File: src/verilog/eth_irq_pkg.sv
// shared constants and types for the ethernet interrupt flag block
package eth_irq_pkg;

    // ------------------------------------------------------------------
    // register map
    // ------------------------------------------------------------------
    localparam logic [7:0] base_offset    = 8'h00;  // flags register, plain write
    localparam logic [7:0] clear_offset   = 8'h04;  // clear alias
    localparam logic [7:0] set_offset     = 8'h08;  // set alias
    localparam logic [7:0] invert_offset  = 8'h0c;  // invert alias
    localparam logic [7:0] enable_offset  = 8'h10;  // interrupt enable (mask)
    localparam logic [7:0] received_buffer_counter_offset  = 8'h20;  // received buffer counter view
    localparam logic [7:0] decrement_offset = 8'h24; // counter decrement control

    // ------------------------------------------------------------------
    // field positions
    // ------------------------------------------------------------------
    localparam int overflow_bit    = 0;
    localparam int unavailable_bit = 1;
    localparam int abort_bit       = 2;
    localparam int done_bit        = 3;
    localparam int activity_bit    = 5;
    localparam int pending_bit     = 6;
    localparam int flag_width      = 7;
    localparam int count_width     = 8;

    // bits that software and the event strobes may change directly
    localparam logic [6:0] sticky_mask  = 7'h2f;
    localparam logic [6:0] flags_reset  = 7'h00;
    localparam logic [6:0] enable_reset = 7'h00;
    localparam logic [7:0] count_reset  = 8'h00;
    localparam logic [31:0] read_zero   = 32'h0000_0000;

    // ------------------------------------------------------------------
    // types
    // ------------------------------------------------------------------
    typedef enum logic [1:0] {
        op_write,
        op_clear,
        op_set,
        op_invert
    } flag_op_type;

    typedef struct packed {
        logic [7:0]  addr;
        logic [31:0] wdata;
        logic        write;
        logic        read;
    } bus_req_type;

    typedef struct packed {
        logic rx_stored;      // packet data written into receive buffer fifo
        logic tx_done;        // status vector written back
        logic tx_abort;       // mac aborted a packet
        logic rx_desc_overrun;
        logic rx_fifo_overflow;
        logic rx_packet_done; // one more packet in memory
    } event_type;

endpackage

File: src/verilog/flag_alias_unit.sv
// one sticky flag with set-wins-over-clear and alias update
`timescale 1ns/10ps
module flag_alias_unit (
    // clock and reset
    input  wire logic                     mclk,
    input  wire logic                     rst,
    // software access
    input  wire logic                     sw_hit,
    input  wire eth_irq_pkg::flag_op_type sw_op,
    input  wire logic                     sw_bit,
    // hardware event
    input  wire logic                     hw_event,
    // state
    output logic                          flag
);

    logic next_flag;

    // software effect first, the hardware event then overrides it
    always_comb begin
        next_flag = flag;
        if (sw_hit) begin
            case (sw_op)
                eth_irq_pkg::op_write:  next_flag = sw_bit;
                eth_irq_pkg::op_clear:  next_flag = flag & ~sw_bit;
                eth_irq_pkg::op_set:    next_flag = flag | sw_bit;
                default:                next_flag = flag ^ sw_bit;
            endcase
        end
        if (hw_event) begin
            next_flag = 1'b1;   // an event in the clearing cycle is never lost
        end
    end

    always_ff @(posedge mclk) begin
        if (rst) begin
            flag <= 1'b0;
        end else begin
            flag <= next_flag;
        end
    end

endmodule // flag_alias_unit

File: src/verilog/ethernet_irq_flags.sv
// interrupt request flag register of the ethernet controller
// ----------------------------------------------------------------------
// ----------------------------------------------------------------------
`timescale 1ns/10ps
module ethernet_irq_flags (
    // clock and reset
    input  wire logic              mclk,
    input  wire logic              rst,
    // register port
    input  wire logic [7:0]        reg_addr,
    input  wire logic [31:0]       reg_wdata,
    input  wire logic              reg_write,
    input  wire logic              reg_read,
    output logic [31:0]            reg_rdata,
    // internal event strobes from mac and receive buffer manager
    input  wire eth_irq_pkg::event_type events,
    // flag and interrupt outputs
    output logic [6:0]             ethernet_interrupt_request_flags,
    output logic                   irq
);

    // ------------------------------------------------------------------
    // address decode
    // ------------------------------------------------------------------
    eth_irq_pkg::bus_req_type     req;
    eth_irq_pkg::flag_op_type     flag_op;
    wire logic                    flag_addr;
    wire logic                    flag_hit;
    wire logic                    enable_wr;
    wire logic                    decrement_wr;
    wire logic                    received_buffer_counter_rd;

    assign req.addr  = reg_addr;
    assign req.wdata = reg_wdata;
    assign req.write = reg_write;
    assign req.read  = reg_read;

    // one match for the flag word and its aliases, shared by write decode and read mux
    function automatic logic is_flag_addr(input logic [7:0] a);
        return a == eth_irq_pkg::base_offset
            || a == eth_irq_pkg::clear_offset
            || a == eth_irq_pkg::set_offset
            || a == eth_irq_pkg::invert_offset;
    endfunction

    // the four aliases share one flag array and differ only in the operation
    assign flag_addr = is_flag_addr(req.addr);
    assign flag_hit  = req.write && flag_addr;
    always_comb begin
        if (req.addr == eth_irq_pkg::clear_offset) begin
            flag_op = eth_irq_pkg::op_clear;
        end else if (req.addr == eth_irq_pkg::set_offset) begin
            flag_op = eth_irq_pkg::op_set;
        end else if (req.addr == eth_irq_pkg::invert_offset) begin
            flag_op = eth_irq_pkg::op_invert;
        end else begin
            flag_op = eth_irq_pkg::op_write;
        end
    end
    assign enable_wr    = req.write && req.addr == eth_irq_pkg::enable_offset;
    assign decrement_wr = req.write && req.addr == eth_irq_pkg::decrement_offset;
    assign received_buffer_counter_rd    = req.read && req.addr == eth_irq_pkg::received_buffer_counter_offset;

    // ------------------------------------------------------------------
    // event flags
    // ------------------------------------------------------------------
    logic [6:0] sticky;
    logic [6:0] hw_set;

    // unused positions carry no event; bit 4 and bit 6 are never sticky
    always_comb begin
        hw_set = 7'h00;
        hw_set[eth_irq_pkg::activity_bit]    = events.rx_stored;
        hw_set[eth_irq_pkg::done_bit]        = events.tx_done;
        hw_set[eth_irq_pkg::abort_bit]       = events.tx_abort;
        hw_set[eth_irq_pkg::unavailable_bit] = events.rx_desc_overrun;
        hw_set[eth_irq_pkg::overflow_bit]    = events.rx_fifo_overflow;
    end

    genvar i;
    generate
        for (i = 0; i < eth_irq_pkg::flag_width; i = i + 1) begin : g_flag
            if (eth_irq_pkg::sticky_mask[i]) begin : g_sticky
                flag_alias_unit u_flag (
                    .mclk     (mclk),
                    .rst      (rst),
                    .sw_hit   (flag_hit),
                    .sw_op    (flag_op),
                    .sw_bit   (req.wdata[i]),
                    .hw_event (hw_set[i]),
                    .flag     (sticky[i])
                );
            end else begin : g_none
                assign sticky[i] = 1'b0;
            end
        end
    endgenerate

    // ------------------------------------------------------------------
    // received buffer counter
    // ------------------------------------------------------------------
    logic [7:0] received_buffer_counter;
    logic [7:0] next_count;
    wire logic  buffer_count_decrement;
    wire logic  count_up;
    wire logic  count_down;

    // a bit-0 write of one to the decrement control is the decrement
    assign buffer_count_decrement = decrement_wr && req.wdata[0];
    // saturate rather than wrap, a wrapped counter would fake a pending packet
    assign count_up   = events.rx_packet_done && received_buffer_counter != 8'hff;
    assign count_down = buffer_count_decrement && received_buffer_counter != 8'h00;

    always_comb begin
        next_count = received_buffer_counter;
        if (count_up && !count_down) begin
            next_count = received_buffer_counter + 8'h01;
        end else if (count_down && !count_up) begin
            next_count = received_buffer_counter - 8'h01;
        end
    end

    always_ff @(posedge mclk) begin
        if (rst) begin
            received_buffer_counter <= eth_irq_pkg::count_reset;
        end else begin
            received_buffer_counter <= next_count;
        end
    end

    // pending ignores every flag alias write, it only mirrors the counter
    wire logic packet_pending_flag;
    assign packet_pending_flag = |received_buffer_counter;

    // ------------------------------------------------------------------
    // enable and interrupt
    // ------------------------------------------------------------------
    logic [6:0] enable;
    wire logic [6:0] all_flags;

    always_ff @(posedge mclk) begin
        if (rst) begin
            enable <= eth_irq_pkg::enable_reset;
        end else if (enable_wr) begin
            enable <= req.wdata[6:0] & ~7'h10;
        end
    end

    assign all_flags = {packet_pending_flag, sticky[5:0]};

    // registered outputs lag the flag state by one cycle
    always_ff @(posedge mclk) begin
        if (rst) begin
            ethernet_interrupt_request_flags <= eth_irq_pkg::flags_reset;
            irq                              <= 1'b0;
        end else begin
            ethernet_interrupt_request_flags <= all_flags;
            irq                              <= |(all_flags & enable);
        end
    end

    // ------------------------------------------------------------------
    // read data
    // ------------------------------------------------------------------
    logic [31:0] next_rdata;

    // aliases read back the flag word; unmapped addresses read zero
    always_comb begin
        next_rdata = eth_irq_pkg::read_zero;
        if (req.read) begin
            if (flag_addr) begin
                next_rdata[6:0] = all_flags;
            end else if (req.addr == eth_irq_pkg::enable_offset) begin
                next_rdata[6:0] = enable;
            end else if (received_buffer_counter_rd) begin
                next_rdata[7:0] = received_buffer_counter;
            end
        end
    end

    always_ff @(posedge mclk) begin
        if (rst) begin
            reg_rdata <= eth_irq_pkg::read_zero;
        end else begin
            reg_rdata <= next_rdata;
        end
    end

endmodule // ethernet_irq_flags

File: config.mk
export PLATFORM = sky130hd
export DESIGN_NAME = ethernet_irq_flags
export DESIGN_NICKNAME = d
export VERILOG_FILES = /design/src/verilog/eth_irq_pkg.sv /design/src/verilog/flag_alias_unit.sv /design/src/verilog/ethernet_irq_flags.sv
export SDC_FILE = /design/constraint.sdc
export NUM_CORES = 1
export LEC_CHECK = 0
export BUFFER_PORTS_ARGS = -buffer_cell sky130_fd_sc_hd__buf_2
export CAP_MARGIN = 5
export CORE_MARGIN = 2
export CORE_UTILIZATION = 30
export DETAILED_ROUTE_END_ITERATION = 10
export GPL_ROUTABILITY_DRIVEN = 0
export PLACE_DENSITY = 0.65
export SETUP_SLACK_MARGIN = 0.2
export SYNTH_ARGS = -nofsm -noshare
export SYNTH_HDL_FRONTEND = slang
export SYNTH_HIERARCHICAL = 1
export SYNTH_SLANG_ARGS = --single-unit
export TNS_END_PERCENT = 1
File: constraint.sdc
create_clock -name mclk -period 3.6 [get_ports mclk]
set_input_delay 0.36 -clock mclk [delete_from_list [all_inputs] [get_ports mclk]]
set_output_delay 0.36 -clock mclk [all_outputs]
set_load 0.01 [all_outputs]
==> reports/qor.log <==
INFO  run_status     run_status=completed
INFO  logic_synthesis synth_top_area_share=32.23%
INFO  die            die_area=0.007727mm2
INFO  die            io_pins=90
INFO  sta            hold_viol=0
INFO  clock_network  cts_made_buffers=5
INFO  logic_synthesis synth-main-ff-cell=sky130_fd_sc_hd__dfxtp_1
INFO  power          power.density_cell_area=373.7mW/mm2
INFO  layout         syn2layout_area_growth=12.03%
INFO  logic_synthesis synth-async-reset-ratio=0%
INFO  sta            tns=0ps
INFO  die            core_area=0.006794mm2
INFO  placed_design  placedInstanceArea=0.002287mm2
INFO  power          cellLeakagePower=1.057nW
INFO  clock_network  clkSlewWorstSetupHoldPaths=70ps
INFO  grt            global_route.overflow_total=0
INFO  drt            detail_route.vias_per_cell=4.598
INFO  run            drv.max_cap_violation_count=0
INFO  worst_setup_path cp_cell_sequence=nor4_1 > nand2_1 > nand3_1 > ha_1 > inv_1 > ha_1 > a21o_1 > a31o_2 > o21a_1 > o21bai_1 > mux2_2
INFO  drt            residual_drc=0
INFO  worst_setup_path critPathMostFrequentCell=sky130_fd_sc_hd__ha_1
INFO  worst_setup_path worst_setup_path_end_kind=flip-flop
INFO  die            num_rows=30
INFO  grt            wire_length_of_the_first_global_routing_pass=6900um
INFO  drt            vias=1692
INFO  logic_synthesis synth-warning-count=6
INFO  logic_synthesis synth.ff_latch_count=34
INFO  worst_setup_path critPathKind=reg -> reg
INFO  clock_network  h-tree-depth=2
INFO  drt            drtPass1Iterations=7
INFO  worst_setup_path timing.reg2reg.setup_slack=590ps
INFO  logic_synthesis synth.mux.area_fraction=7.287%
INFO  layout         insertedDiodeCount=0
INFO  layout         post_layout_nonfiller_instances=368
INFO  logic_synthesis synth_enable_flop_cells=0
INFO  placed_design  total_placed_cells_including_tap_cells=361
INFO  worst_setup_path worst_ep_arrival_time=3190ps
INFO  drt            antenna_left=0
INFO  grt            global_route.usage.total=11.61%
INFO  power          vdd.ir_drop.worst=131.7uV
INFO  layout         drive_above_1_share=20.96%
INFO  sta            holdWs=309.3ps
INFO  logic_synthesis post_synth_num_cell_types=42
INFO  drt            detailedRoute.firstIterationViolations=117
INFO  layout         final-seq-area=680.7um2
INFO  logic_synthesis syn_area=0.002112mm2
INFO  sta            finalCritPeriodShare=83.58%
INFO  logic_synthesis netlist_top_cells_area=sky130_fd_sc_hd__dfxtp_1 (32%), sky130_fd_sc_hd__ha_1 (10%), sky130_fd_sc_hd__buf_4 (8.9%)
INFO  drt            route.detailed.wl_per_inst=11.61um
INFO  die            dieHeight=87.91um
INFO  worst_setup_path crit_slowest_cell=sky130_fd_sc_hd__dfxtp_1
INFO  sta            rsz0062_at_grt=false
INFO  logic_synthesis post_synth_and_or_nand_nor_area_fraction=19.91%
INFO  logic_synthesis post-synth-top-area-cell=sky130_fd_sc_hd__dfxtp_1
INFO  logic_synthesis ys_seq_area_share=32.23%
INFO  sta            finalSetupViolCount=0
INFO  sta            report.final.slew_viol_count=0
INFO  worst_hold_path hold_path_class=in -> reg
INFO  clock_network  cts_num_sinks=34
INFO  grt            first_global_vias=1495
INFO  logic_synthesis synthesized_instance_count=234
INFO  die            die_x=87.91um
INFO  clock_network  cts_hold_repair.buffers=0
INFO  sta            maxClockFrequency=332.3MHz
INFO  worst_setup_path critical_path_buf_inv_count=1
INFO  logic_synthesis synth-adder-area-share=11.02%
INFO  layout         finish.net_count=340
INFO  worst_setup_path worst-endpoint-required=3780ps
INFO  power          total_power=0.8841mW
INFO  drt            totalWireLength=4274um
INFO  sta            skew=8.468ps
INFO  clock_network  postCtsSetupBuffers=0
INFO  worst_setup_path critPathTopFamily=compound AO/OA/AOI/OAI gates
INFO  placed_design  dpl.hpwl=3315um
INFO  layout         fill_cells=692
INFO  logic_synthesis ys_top_cells_by_count=sky130_fd_sc_hd__dfxtp_1 (34), sky130_fd_sc_hd__buf_4 (25), sky130_fd_sc_hd__inv_1 (22)
INFO  layout         stdcell_area=0.002366mm2
INFO  worst_setup_path critical_path.max_fanout=7
INFO  logic_synthesis yosys.area_share.xor_xnor=2.073%
INFO  layout         multi_input_area=0.001214mm2
INFO  worst_setup_path crit_path_max_incr_delay=390ps
INFO  logic_synthesis synth.most_common_cell=sky130_fd_sc_hd__dfxtp_1
INFO  placed_design  numPortBuffers=38
INFO  logic_synthesis synth_compound_gate_area_share=12.74%
INFO  sta            tightestPinTransition=713.1ps
INFO  worst_setup_path critPathLaunchType=flip-flop
INFO  sta            slew-limit-headroom=52.10%
INFO  clock_network  number_of_cells_upsized_or_downsized_after_cts=0
INFO  logic_synthesis synth_top_family_by_area=simple AND/OR/NAND/NOR gates
INFO  clock_network  worstSkewPairLatency=290ps
INFO  sta            final_critical_path_time_including_i_o_delays_and_setup=3009ps
INFO  clock_network  tritoncts_clock_tree=built
INFO  grt            pin_count_of_the_biggest_net_entering_global_routing=30
INFO  clock_network  ctsRootBufferMaster=sky130_fd_sc_hd__clkbuf_8
INFO  die            initial_utilization=31.09%
INFO  clock_network  clk_path_buf_depth=2
INFO  logic_synthesis synth.avg_cell_area=9.026um2
INFO  grt            antenna_found_initial=0
layer usage:
metal	global-route usage [%]	up-vias	part of all wire, %
met5	0	-	0
met4	5.315	0	0.89
met3	2.545	4	6.1
met2	17.42	65	45
met1	15.90	775	48
li1	-	848	-
per-stage QoR:
step	worst slack, ps	utilization [%]
final	591.0	34.83
after global routing	364.4	34.83
after CTS	619.4	34.83
after global placement	411.4	33.66
after floorplan	656.2	-
after detailed placement	350.5	33.66
cell type report:
class	count	area share, %
Multi-Input combinational cell	171	51.30
Clock inverter	2	0.4231
Tap cell	96	5.077
Inverter	22	3.490
Sequential cell	34	28.77
Clock buffer	5	2.909
Timing Repair Buffer	38	8.038
final timing paths:
path,start,endpoint,cells past startpoint
worst max-delay path,received_buffer_counter[0]$_SDFFE_PP0P_,received_buffer_counter[7]$_SDFFE_PP0P_,11
worst min-delay path,events[2],g_flag[1].g_sticky.u_flag/flag$_SDFFE_PP0P_,2
worst max register to register,received_buffer_counter[0]$_SDFFE_PP0P_,received_buffer_counter[7]$_SDFFE_PP0P_,11
worst min register to register,enable[3]$_SDFFE_PP0P_,enable[3]$_SDFFE_PP0P_,2
flip-flops by register name, indices dropped and copies added (netlist names):
name,cells
ethernet_interrupt_request_flags,6
reg_rdata,8
enable,6
received_buffer_counter,8
g_flag.g_sticky.u_flag/flag,5
irq,1
worst register-to-register path, delay by kind of cell, from the launching register on:
kind | cells | cell delay [ps]
AND/OR/NAND/NOR | 3 | 700
multiplexers | 1 | 340
flip-flops | 1 | 390
buffers and inverters | 1 | 150
adder cells (fa/ha/maj) | 2 | 570
AO/OA/AOI/OAI | 4 | 750
placed cells by master, fill, tap and decap left out, types with 3 or more instances in the layout:
cell type | synthesis | layout
sky130_fd_sc_hd__nor2b_1 | 6 | 6
sky130_fd_sc_hd__and2_1 | 4 | 4
sky130_fd_sc_hd__dfxtp_1 | 34 | 34
sky130_fd_sc_hd__ha_1 | 17 | 17
sky130_fd_sc_hd__a21o_1 | 3 | 3
sky130_fd_sc_hd__buf_2 | 0 | 38
sky130_fd_sc_hd__nand4_1 | 3 | 3
sky130_fd_sc_hd__nor2_1 | 21 | 21
sky130_fd_sc_hd__xor2_1 | 3 | 3
sky130_fd_sc_hd__conb_1 | 1 | 25
sky130_fd_sc_hd__inv_1 | 22 | 22
sky130_fd_sc_hd__clkbuf_8 | 0 | 5
sky130_fd_sc_hd__a222oi_1 | 7 | 7
sky130_fd_sc_hd__a31oi_1 | 3 | 3
sky130_fd_sc_hd__mux2i_1 | 3 | 3
sky130_fd_sc_hd__o31a_1 | 5 | 5
sky130_fd_sc_hd__nor3_1 | 7 | 7
sky130_fd_sc_hd__nand3_1 | 11 | 11
sky130_fd_sc_hd__a21oi_1 | 11 | 11
sky130_fd_sc_hd__nand2_1 | 14 | 14
sky130_fd_sc_hd__mux4_2 | 5 | 5
cells by family after synthesis:
logic type | after synthesis
AND/OR/NAND/NOR | 77
multiplexers | 9
XOR/XNOR | 5
adder cells (fa/ha/maj) | 18
AO/OA/AOI/OAI | 37
other | 1
buffers and inverters | 53
flip-flops | 34
report_power, final:
group | internal, mW | switching [mW] | total, mW
registers | 0.400 | 0.0321 | 0.432
logic | 0.0818 | 0.107 | 0.189
clock network | 0.130 | 0.133 | 0.263
total | 0.611 | 0.273 | 0.884
(Power assumes the default switching activity.)
